$ cat src/iso_spi_map.svh
// Offsets, field positions, reset values and timing counts of the isolated
// driver configuration port and of its SPI controller.
// Assumes it is included by bare name wherever these constants are needed.
`ifndef ISO_SPI_MAP_SVH
`define ISO_SPI_MAP_SVH

// Frame layout: direction, two address bits, five zero bits, 24 data bits
`define FRAME_BITS      32
`define HDR_BITS        8
`define DIR_POS         31
`define ADDR_HI         30
`define ADDR_LO         29
`define DATA_HI         23
`define HDR_LAST_CNT    6'd7
`define FRAME_CNT       6'd32

// Register addresses inside the frame
`define ADDR_TRIM       2'b00
`define ADDR_OPT        2'b01
`define ADDR_STAT       2'b10

// Sensor trim fields
`define TRIM_OFS_B_HI   23
`define TRIM_OFS_B_LO   18
`define TRIM_GAIN_B_HI  17
`define TRIM_GAIN_B_LO  12
`define TRIM_OFS_A_HI   11
`define TRIM_OFS_A_LO   6
`define TRIM_GAIN_A_HI  5
`define TRIM_GAIN_A_LO  0

// Reset values and implemented bits
`define TRIM_RESET      24'h000000
`define OPT_RESET       24'h00001c
`define OPT_USED_MASK   24'h01ffff

// Status / control fields
`define STAT_SIM_TRIM   0
`define STAT_PROG_BUSY  1
`define STAT_ECC_LO     2
`define STAT_ECC_HI     5

// Timing
`define CLK_MHZ         125
`define NVM_PROG_US     10

// Controller APB register offsets and fields
`define HOST_CTRL       12'h000
`define HOST_TXD        12'h004
`define HOST_RXD        12'h008
`define HOST_STAT       12'h00c
`define CTRL_START      0
`define CTRL_DIR        1
`define CTRL_ADDR_LO    2
`define CTRL_ADDR_HI    3
`define STAT_BUSY       0
`define STAT_DONE       1

`endif

$ cat src/iso_spi_pkg.sv
// Types shared by the configuration port and its controller.
// Assumes iso_spi_map.svh for the constants behind the field widths.
package iso_spi_pkg;

    // Device state
    typedef struct packed {
        logic [1:0]  cs_s;
        logic [1:0]  sclk_s;
        logic [1:0]  mosi_s;
        logic [1:0]  pwm_s;
        logic [1:0]  pwr_s;
        logic        sclk_d;
        logic [31:0] sr;
        logic [5:0]  cnt;
        logic        miso;
        logic        oe;
        logic [23:0] trim;
        logic [23:0] opt;
        logic        sim_trim;
        logic [3:0]  ecc;
        logic        busy;
        logic [10:0] prog_cnt;
        logic [1:0]  prog_addr;
        logic [23:0] prog_data;
        logic [3:0]  car_div;
        logic        car_tx;
        logic        car_prev;
        logic [3:0]  car_hold;
        logic        gate;
    } dev_state_t;

    // Controller sequencer
    typedef enum logic [2:0] {
        H_IDLE  = 3'b000,
        H_SETUP = 3'b001,
        H_SHIFT = 3'b010,
        H_HOLD  = 3'b011,
        H_GAP   = 3'b100
    } host_phase_t;

    typedef struct packed {
        host_phase_t phase;
        logic [1:0]  miso_s;
        logic [7:0]  tick;
        logic [5:0]  cnt;
        logic [31:0] sr;
        logic [23:0] rx;
        logic [23:0] txd;
        logic        dir;
        logic [1:0]  addr;
        logic        done;
        logic        sclk;
        logic        cs_n;
        logic        mosi;
        logic [31:0] prdata;
        logic        pready;
        logic        pslverr;
    } host_state_t;

endpackage

$ cat src/iso_spi_if.sv
// Serial link between the SPI controller and the configuration port.
// Assumes the testbench resolves the shared data-out wire from miso_oe.
`timescale 1ns/1ps
`default_nettype none

interface iso_spi_if;
    logic sclk;
    logic cs_n;
    logic mosi;
    logic miso;
    logic miso_oe;

    // Controller end drives clock, select and data out
    modport ctrl (output sclk, output cs_n, output mosi, input miso, input miso_oe);
    // Device end answers on miso
    modport drv (input sclk, input cs_n, input mosi, output miso, output miso_oe);
endinterface

`default_nettype wire

$ cat src/iso_spi_dev.sv
// Configuration port of the isolated gate driver: serial slave, three
// 24-bit registers, nonvolatile store model and the keyed isolation link.
// Assumes link pins come from another domain and are resynchronised here.
//
// Decided for this implementation: the APB slave port.
`timescale 1ns/1ps
`default_nettype none
`include "iso_spi_map.svh"

module iso_spi_dev
    import iso_spi_pkg::*;
#(
    parameter int CAR_DIV  = 4,
    parameter int CAR_HOLD = 10
) (
    // Clock and reset
    input  wire logic        pclk,
    input  wire logic        presetn,
    // Serial link
    iso_spi_if.drv           spi,
    // Input side
    input  wire logic        pwm_in,
    input  wire logic        input_powered,
    input  wire logic [3:0]  ecc_err_in,
    // Isolated side
    output logic             gate_out,
    output logic [5:0]       remote_sensor_b_offset,
    output logic [5:0]       remote_sensor_b_gain,
    output logic [5:0]       remote_sensor_a_offset,
    output logic [5:0]       remote_sensor_a_gain,
    output logic [23:0]      option_settings,
    output logic             prog_busy,
    output logic             carrier_keying
);

    localparam logic [10:0] PROG_CYC = 11'(`NVM_PROG_US * `CLK_MHZ);
    localparam logic [3:0]  DIV_LAST = 4'(CAR_DIV - 1);
    localparam logic [3:0]  HOLD_CNT = 4'(CAR_HOLD);

    dev_state_t s_reg;
    dev_state_t s_next;

    // Register read mux, unmapped address reads zero
    function automatic logic [23:0] read_reg(input dev_state_t st, input logic [1:0] a);
        logic [23:0] v;
        v = 24'h000000;
        unique case (a)
            `ADDR_TRIM: v = st.trim;
            `ADDR_OPT:  v = st.opt & `OPT_USED_MASK;
            `ADDR_STAT: begin
                v[`STAT_SIM_TRIM]              = st.sim_trim;
                v[`STAT_PROG_BUSY]             = st.busy;
                v[`STAT_ECC_HI:`STAT_ECC_LO]   = st.ecc;
            end
            default:    v = 24'h000000;
        endcase
        return v;
    endfunction

    ////////////////////////////////////////////////////////////////////////
    // Next state
    always_comb begin
        logic        sel;
        logic        rise;
        logic        fall;
        logic [31:0] nsr;
        logic        level;
        sel    = 1'b0;
        rise   = 1'b0;
        fall   = 1'b0;
        nsr    = 32'h00000000;
        level  = 1'b0;
        s_next = s_reg;

        // Two-flop synchronisers on the link, PWM and power pins; ecc_err_in is used unsynchronised
        s_next.cs_s   = {s_reg.cs_s[0], spi.cs_n};
        s_next.sclk_s = {s_reg.sclk_s[0], spi.sclk};
        s_next.mosi_s = {s_reg.mosi_s[0], spi.mosi};
        s_next.pwm_s  = {s_reg.pwm_s[0], pwm_in};
        s_next.pwr_s  = {s_reg.pwr_s[0], input_powered};
        s_next.sclk_d = s_reg.sclk_s[1];

        sel     = ~s_reg.cs_s[1];
        rise    = sel & s_reg.sclk_s[1] & ~s_reg.sclk_d;
        fall    = sel & ~s_reg.sclk_s[1] & s_reg.sclk_d;
        s_next.oe = sel;

        // Frame starts fresh each time select falls
        if (!sel) begin
            s_next.cnt = 6'd0;
        end

        // Leading edge presents the next bit, most significant first
        if (rise) begin
            s_next.miso = s_reg.sr[`FRAME_BITS-1];
        end

        // Trailing edge samples; the register doubles as chain delay line
        if (fall) begin
            nsr = {s_reg.sr[`FRAME_BITS-2:0], s_reg.mosi_s[1]};
            if (s_reg.cnt == `HDR_LAST_CNT && !nsr[`HDR_BITS-1]) begin
                // Header done with read direction: load data for shift out
                nsr = {read_reg(s_reg, nsr[`HDR_BITS-2:`HDR_BITS-3]), nsr[`HDR_BITS-1:0]};
            end
            s_next.sr = nsr;
            if (s_reg.cnt != 6'h3f) begin
                s_next.cnt = s_reg.cnt + 6'd1;
            end
        end

        // Error flags: set wins over a clear in the same cycle
        s_next.ecc = s_reg.ecc;

        // Frame closes on select rising: the last 32 bits are our frame
        // Rise seen on the synced select against last cycle's select
        if (s_reg.cs_s[1] && s_reg.oe && s_reg.cnt >= `FRAME_CNT
            && s_reg.sr[`DIR_POS]) begin
            unique case (s_reg.sr[`ADDR_HI:`ADDR_LO])
                `ADDR_TRIM, `ADDR_OPT: begin
                    if (!s_reg.busy) begin
                        // Schedule a store program cycle
                        s_next.busy      = 1'b1;
                        s_next.prog_cnt  = PROG_CYC;
                        s_next.prog_addr = s_reg.sr[`ADDR_HI:`ADDR_LO];
                        s_next.prog_data = s_reg.sr[`DATA_HI:0];
                    end
                end
                `ADDR_STAT: begin
                    s_next.sim_trim = s_reg.sr[`STAT_SIM_TRIM];
                    s_next.ecc = s_reg.ecc & ~s_reg.sr[`STAT_ECC_HI:`STAT_ECC_LO];
                end
                default: ;
            endcase
        end
        s_next.ecc = s_next.ecc | ecc_err_in;

        // Program cycle completes into the nonvolatile image
        if (s_reg.busy) begin
            if (s_reg.prog_cnt == 11'd0) begin
                s_next.busy = 1'b0;
                if (s_reg.prog_addr == `ADDR_TRIM) begin
                    s_next.trim = s_reg.prog_data;
                end else begin
                    s_next.opt = s_reg.prog_data & `OPT_USED_MASK;
                end
            end else begin
                s_next.prog_cnt = s_reg.prog_cnt - 11'd1;
            end
        end

        // Transmit side: carrier only for high level on a powered input
        level = s_reg.pwm_s[1] & s_reg.cs_s[1] & s_reg.pwr_s[1];
        s_next.car_div = (s_reg.car_div == DIV_LAST) ? 4'd0 : s_reg.car_div + 4'd1;
        if (!level) begin
            s_next.car_tx = 1'b0;
        end else if (s_reg.car_div == DIV_LAST) begin
            s_next.car_tx = ~s_reg.car_tx;
        end

        // Receive side: output high only while carrier edges keep coming
        s_next.car_prev = s_reg.car_tx;
        if (s_reg.car_tx != s_reg.car_prev) begin
            s_next.car_hold = HOLD_CNT;
        end else if (s_reg.car_hold != 4'd0) begin
            s_next.car_hold = s_reg.car_hold - 4'd1;
        end
        s_next.gate = (s_reg.car_hold != 4'd0) & s_reg.cs_s[1];
    end

    ////////////////////////////////////////////////////////////////////////
    // State register
    always_ff @(posedge pclk or negedge presetn) begin
        if (!presetn) begin
            s_reg      <= '0;
            s_reg.cs_s <= 2'b11;
            s_reg.sclk_s <= 2'b00;
            s_reg.trim <= `TRIM_RESET;
            s_reg.opt  <= `OPT_RESET;
        end else begin
            s_reg <= s_next;
        end
    end

    ////////////////////////////////////////////////////////////////////////
    // Outputs, all from the state register
    assign spi.miso               = s_reg.miso;
    assign spi.miso_oe            = s_reg.oe;
    assign gate_out               = s_reg.gate;
    assign remote_sensor_b_offset = s_reg.trim[`TRIM_OFS_B_HI:`TRIM_OFS_B_LO];
    assign remote_sensor_b_gain   = s_reg.trim[`TRIM_GAIN_B_HI:`TRIM_GAIN_B_LO];
    assign remote_sensor_a_offset = s_reg.trim[`TRIM_OFS_A_HI:`TRIM_OFS_A_LO];
    assign remote_sensor_a_gain   = s_reg.trim[`TRIM_GAIN_A_HI:`TRIM_GAIN_A_LO];
    assign option_settings        = s_reg.opt;
    assign prog_busy              = s_reg.busy;
    assign carrier_keying         = s_reg.car_tx;

endmodule

`default_nettype wire

$ cat src/flat_wrapper.sv
// flat-port wrapper written by rule: the top's interface ports become plain ports
module iso_spi_dev_flat import iso_spi_pkg::*;
#(
    parameter int CAR_DIV  = 4,
    parameter int CAR_HOLD = 10
)
  (pclk, presetn, pwm_in, input_powered, ecc_err_in, gate_out, remote_sensor_b_offset, remote_sensor_b_gain, remote_sensor_a_offset, remote_sensor_a_gain, option_settings, prog_busy, carrier_keying, spi_sclk, spi_cs_n, spi_mosi, spi_miso, spi_miso_oe);
  iso_spi_if spi_i ();
  input  wire logic pclk;
  input  wire logic presetn;
  input  wire logic pwm_in;
  input  wire logic input_powered;
  input  wire logic [3:0] ecc_err_in;
  output logic gate_out;
  output logic [5:0] remote_sensor_b_offset;
  output logic [5:0] remote_sensor_b_gain;
  output logic [5:0] remote_sensor_a_offset;
  output logic [5:0] remote_sensor_a_gain;
  output logic [23:0] option_settings;
  output logic prog_busy;
  output logic carrier_keying;
  input wire logic [$bits(spi_i.sclk)-1:0] spi_sclk;
  input wire logic [$bits(spi_i.cs_n)-1:0] spi_cs_n;
  input wire logic [$bits(spi_i.mosi)-1:0] spi_mosi;
  output wire logic [$bits(spi_i.miso)-1:0] spi_miso;
  output wire logic [$bits(spi_i.miso_oe)-1:0] spi_miso_oe;
  assign spi_i.sclk = spi_sclk;
  assign spi_i.cs_n = spi_cs_n;
  assign spi_i.mosi = spi_mosi;
  assign spi_miso = spi_i.miso;
  assign spi_miso_oe = spi_i.miso_oe;
  iso_spi_dev #(.CAR_DIV(CAR_DIV), .CAR_HOLD(CAR_HOLD)) u_core (.pclk(pclk), .presetn(presetn), .spi(spi_i), .pwm_in(pwm_in), .input_powered(input_powered), .ecc_err_in(ecc_err_in), .gate_out(gate_out), .remote_sensor_b_offset(remote_sensor_b_offset), .remote_sensor_b_gain(remote_sensor_b_gain), .remote_sensor_a_offset(remote_sensor_a_offset), .remote_sensor_a_gain(remote_sensor_a_gain), .option_settings(option_settings), .prog_busy(prog_busy), .carrier_keying(carrier_keying));
endmodule
$ cat config.mk
export PLATFORM = sky130hd
export DESIGN_NAME = iso_spi_dev_flat
export DESIGN_NICKNAME = d
export VERILOG_FILES = /design/src/iso_spi_pkg.sv /design/src/iso_spi_if.sv /design/src/iso_spi_dev.sv /design/src/flat_wrapper.sv
export VERILOG_INCLUDE_DIRS = /design/src
export SDC_FILE = /design/constraint.sdc
export NUM_CORES = 1
export LEC_CHECK = 0
export BUFFER_PORTS_ARGS = -buffer_cell sky130_fd_sc_hd__clkbuf_2
export CAP_MARGIN = 20
export CORE_MARGIN = 5
export CORE_UTILIZATION = 63
export DETAILED_ROUTE_END_ITERATION = 16
export PLACE_DENSITY = 0.84
export SETUP_SLACK_MARGIN = 0.02
export SYNTH_ARGS = -nofsm -noshare
export SYNTH_HDL_FRONTEND = slang
export SYNTH_SLANG_ARGS = --single-unit
$ cat constraint.sdc
create_clock -name pclk -period 5.9 [get_ports pclk]
set_input_delay 1.18 -clock pclk [delete_from_list [all_inputs] [get_ports pclk]]
set_output_delay 1.18 -clock pclk [all_outputs]
set_load 0.01 [all_outputs]
==> flow_summary.html <==
<table>
<tr><th>Metric</th><th>Value</th></tr>
<tr><th colspan="2">Pwr</th></tr>
<tr><td>Power Total</td><td>0.00245 W</td></tr>
<tr><td>Worst VDD drop</td><td>221 uV</td></tr>
<tr><td>Switching part of the total</td><td>25.8%</td></tr>
<tr><td>Leakage dissipation</td><td>3.54 nW</td></tr>
<tr><td>Switching component of the power</td><td>0.000631 W</td></tr>
<tr><td>Clock network fraction of design power</td><td>45.0%</td></tr>
<tr><td>Logic pwr share</td><td>8.4%</td></tr>
<tr><td>Part of the total power dissipated in sequential elements</td><td>46.6%</td></tr>
<tr><td>P per Cell Area</td><td>340 mW/mm^2</td></tr>
<tr><td>Cell internal power dissipation</td><td>0.00181 W</td></tr>
<tr><th colspan="2">Setup path</th></tr>
<tr><td>Required time worst endpoint</td><td>6.32 ns</td></tr>
<tr><td>Critical Setup Path Class</td><td>reg2reg</td></tr>
<tr><td>Reg2reg path depth</td><td>6</td></tr>
<tr><td>Highest fanout seen on the critical path</td><td>13</td></tr>
<tr><td>Startpoint type of the worst setup path</td><td>flop</td></tr>
<tr><td>Critical path endpoint category</td><td>flop</td></tr>
<tr><td>Data arrival at the endpoint of the critical path</td><td>3.31 ns</td></tr>
<tr><th colspan="2">Timing</th></tr>
<tr><td>Total Neg Setup Slack</td><td>0 ns</td></tr>
<tr><td>Time the worst path needs with I/O delays and setup</td><td>2.88 ns</td></tr>
<tr><td>Worst slew slack as a fraction of its limit</td><td>30.1%</td></tr>
<tr><td>Ratio of final minimum period to clock period</td><td>48.9%</td></tr>
<tr><td>Final-layout worst hold slack</td><td>0.346 ns</td></tr>
<tr><td>Highest clock rate</td><td>347 MHz</td></tr>
<tr><td>Worst-Margin Slew</td><td>1.04 ns</td></tr>
<tr><td>Final setup violating endpoints</td><td>0</td></tr>
<tr><td>Number of hold violations in the final report</td><td>0</td></tr>
<tr><td>Clock Skews</td><td>0.00999 ns</td></tr>
<tr><td>Unrepaired setup endpoints after global routing</td><td>no</td></tr>
<tr><td>Max-slew violations</td><td>0</td></tr>
<tr><th colspan="2">Route</th></tr>
<tr><td>Routed length per placed instance</td><td>17.8 um</td></tr>
<tr><td>Number of antenna-violating nets in the routed design</td><td>0</td></tr>
<tr><td>Count of vias placed by the detailed router</td><td>4495</td></tr>
<tr><td>Wire length after detailed routing</td><td>13.7 mm</td></tr>
<tr><td>DRC violation total after the first TritonRoute iteration</td><td>371</td></tr>
<tr><td>Detailed-route vias per instance</td><td>5.82</td></tr>
<tr><td>Drt drc</td><td>0</td></tr>
<tr><td>Length of the first detailed-routing pass in iterations</td><td>5</td></tr>
<tr><th colspan="2">Flow run</th></tr>
<tr><td>Max Cap Violations</td><td>0</td></tr>
<tr><th colspan="2">Final layout</th></tr>
<tr><td>Final non-filler cell total</td><td>773</td></tr>
<tr><td>Commonest cells after routing, fill and taps aside</td><td>141 x dfrtp_1, 136 x nand2_1, 55 x clkbuf_2, 44 x mux2_2, 36 x nor2_1</td></tr>
<tr><td>Diode insertion count for antenna repair</td><td>0</td></tr>
<tr><td>Fraction of the core area covered by cells at the end of the flow</td><td>70.2%</td></tr>
<tr><td>Area added between synthesis and finish</td><td>9.39%</td></tr>
<tr><td>Fraction of final layout cells with drive strength greater than 1</td><td>23.9%</td></tr>
<tr><td>Most common library cell in the layout ignoring fill and taps</td><td>dfrtp_1</td></tr>
<tr><td>Number of flip-flops under the largest register name</td><td>94</td></tr>
<tr><td>Number of nets in the finished design</td><td>641</td></tr>
<tr><th colspan="2">GRT</th></tr>
<tr><td>Total global routing track utilization</td><td>23.0%</td></tr>
<tr><td>Residual overflow from global routing</td><td>0</td></tr>
<tr><td>Wire length of the first global-routing pass</td><td>23.0 mm</td></tr>
<tr><td>Largest net degree at the start of global routing</td><td>108</td></tr>
<tr><td>Antenna violations before repair</td><td>0</td></tr>
<tr><td>Number of global-route vias before repair</td><td>4551</td></tr>
<tr><th colspan="2">Die</th></tr>
<tr><td>Die width</td><td>112 um</td></tr>
<tr><td>Vert. Die Dim</td><td>112 um</td></tr>
<tr><td>Starting Density</td><td>64.2%</td></tr>
<tr><td>Core Area</td><td>0.0102 mm^2</td></tr>
<tr><td>Count of boundary I/O pins</td><td>64</td></tr>
<tr><td>Rows</td><td>37</td></tr>
<tr><td>Die outline area</td><td>0.0126 mm^2</td></tr>
<tr><th colspan="2">Clock network</th></tr>
<tr><td>Number of hold-repair buffers added at the cts stage</td><td>0</td></tr>
<tr><td>Maximum root-to-sink buffer count</td><td>2</td></tr>
<tr><td>Clk_lat worst skew</td><td>0.54 ns</td></tr>
<tr><td>Deepest level of the CTS H-tree</td><td>4</td></tr>
<tr><td>TritonCTS Sinks</td><td>146</td></tr>
<tr><td>Clock transition at the registers of the reported paths</td><td>0.06 ns</td></tr>
<tr><td>Clock tree root driver cell</td><td>clkbuf_8</td></tr>
<tr><td>Number of CTS-inserted buffers</td><td>17</td></tr>
<tr><td>Number of cells upsized or downsized after cts</td><td>0</td></tr>
<tr><td>Post-CTS Setup Inserts</td><td>0</td></tr>
<tr><td>Clock tree from TritonCTS</td><td>built</td></tr>
<tr><th colspan="2">Synth</th></tr>
<tr><td>Post-synthesis mux area share</td><td>11.0%</td></tr>
<tr><td>Number of library cell types mapped by synthesis</td><td>46</td></tr>
<tr><td>Synth async-reset ratio</td><td>100%</td></tr>
<tr><td>Area leader, netlist</td><td>dfrtp_1</td></tr>
<tr><td>Warnings, synthesis</td><td>0</td></tr>
<tr><td>Number of instances in the synthesized netlist</td><td>614</td></tr>
<tr><td>Dominant combinational cell family by area after synthesis</td><td>simple AND/OR/NAND/NOR gates</td></tr>
<tr><td>Post-synthesis simple-gate area fraction</td><td>16.4%</td></tr>
<tr><td>Yosys top cell area share</td><td>53.7%</td></tr>
<tr><td>Netlist area before placement</td><td>0.00657 mm^2</td></tr>
<tr><td>Flip-flop and latch count after synthesis</td><td>146</td></tr>
<tr><td>Post-synthesis compound-gate area fraction</td><td>6.34%</td></tr>
<tr><td>Adder-Cell Fraction of Synth Area</td><td>1.14%</td></tr>
<tr><td>Xor and xnor area share after synthesis</td><td>0.667%</td></tr>
<tr><td>Main flop type after synthesis</td><td>dfrtp_1</td></tr>
<tr><td>Avg Synthesized Cell Area</td><td>10.7 um^2</td></tr>
<tr><td>Most area-consuming cells after synthesis</td><td>dfrtp_1 54%, nand2_1 7.8%, mux2_2 7.5%</td></tr>
<tr><td>Proportion of synthesized chip area in sequential cells</td><td>55.7%</td></tr>
<tr><td>Number of flops mapped to enable cells by yosys</td><td>0</td></tr>
<tr><th colspan="2">Placement</th></tr>
<tr><td>Placed instance count</td><td>741</td></tr>
<tr><td>I/O Buffers</td><td>56</td></tr>
<tr><td>RD Place Congestion</td><td>0.852</td></tr>
<tr><td>Final HPWL DP</td><td>8.60 mm</td></tr>
<tr><th colspan="2">Run status</th></tr>
<tr><td>Outcome</td><td>finished, final reports clean</td></tr>
<tr><th colspan="2">Hold path</th></tr>
<tr><td>Tightest Hold Check Type</td><td>reg2reg</td></tr>
<tr><td>Number of cells traversed by the worst hold path</td><td>0</td></tr>
</table>
==> path summary, 6_finish.rpt <==
check	startpoint	end	slack (ns)
worst max-delay path	u_core.s_reg[37]	u_core.remote_sensor_a_gain[5]	3.02
worst min-delay path	u_core.s_next[144]	u_core.s_reg[144]	0.35
worst max register to register	u_core.s_reg[37]	u_core.remote_sensor_a_gain[5]	3.02
worst min register to register	u_core.s_next[144]	u_core.s_reg[144]	0.35
max in group asynchronous	presetn	u_core.s_next[152]	4.06
min in group asynchronous	presetn	u_core.remote_sensor_a_gain[3]	0.76
==> layout make-up <==
| type | instances | area, um^2 |
|---|---|---|
| Timing Repair Buffer | 63 | 339 |
| Sequential cell | 146 | 3660 |
| Inverter | 11 | 41.3 |
| Clock inverter | 14 | 179 |
| Multi-Input combinational cell | 385 | 2370 |
| Tap cell | 136 | 170 |
| Clock buffer | 18 | 428 |
| Fill cell | 706 | 3040 |
==> Yosys cell counts, drive strengths merged, types with 2 or more instances <==
cell type / count
o21ai: 21
a21o: 4
inv: 11
nand3: 19
mux2: 44
nor3: 4
a211oi: 6
ha: 6
nor2: 36
nor4: 5
and3: 4
a21oi: 6
nor2b: 3
or3: 13
buf: 56
a31oi: 19
mux2i: 23
nor3b: 5
dfstp: 5
or4: 2
nor4b: 2
dfrtp: 141
o211ai: 2
clkbuf: 22
xnor2: 4
nand2: 136
==> kinds of logic (layout without fill, tap and decap cells) <==
kind of cell / after synthesis / after routing
and+or+nand+nor: 234 / 234
DFF: 146 / 146
buffers and inverters: 89 / 106
muxes: 67 / 67
AOI/OAI and AO/OA: 66 / 66
adders and majority gates: 6 / 6
xor gates and xnor gates: 5 / 5
other: 1 / 7
==> per-stage QoR <==
stage / area, um^2 / worst slack [ns]
finish: 7190 / 3.02
global route: 7190 / 2.91
CTS: 7190 / 3.01
detailed placement: 6580 / 3.05
global placement: 6580 / 3.14
floorplan: 6590 / 3.76
==> layer usage <==
| layer | part of all wire, % | track usage, % | up-vias |
|---|---|---|---|
| met5 | 0 | 0 | - |
| met4 | 2.0 | 8.89 | 0 |
| met3 | 7.1 | 6.36 | 35 |
| met2 | 50 | 37.0 | 193 |
| met1 | 41 | 30.0 | 2220 |
| li1 | - | - | 2047 |
==> power groups by stage <==
| stage | Combinational [W] | Sequential (W) | Clock (W) |
|---|---|---|---|
| finish | 0.000205 | 0.00114 | 0.00110 |
| global route | 0.000233 | 0.00115 | 0.00116 |
| CTS | 0.000208 | 0.00114 | 0.00111 |
| detailed placement | 0.000204 | 0.00115 | 0 |
| global placement | 0.000191 | 0.00115 | 0 |
| floorplan | 0.000157 | 0.00113 | 0 |
==> worst max-delay path: stages (launching register included) <==
cell	delay (ns)
dfrtp_1	0.43
inv_1	0.10
ha_1	0.15
or4b_1	0.61
nor4_4	0.74
buf_4	0.37
mux2_2	0.36
Note: power is estimated with default switching activity, not from simulation.
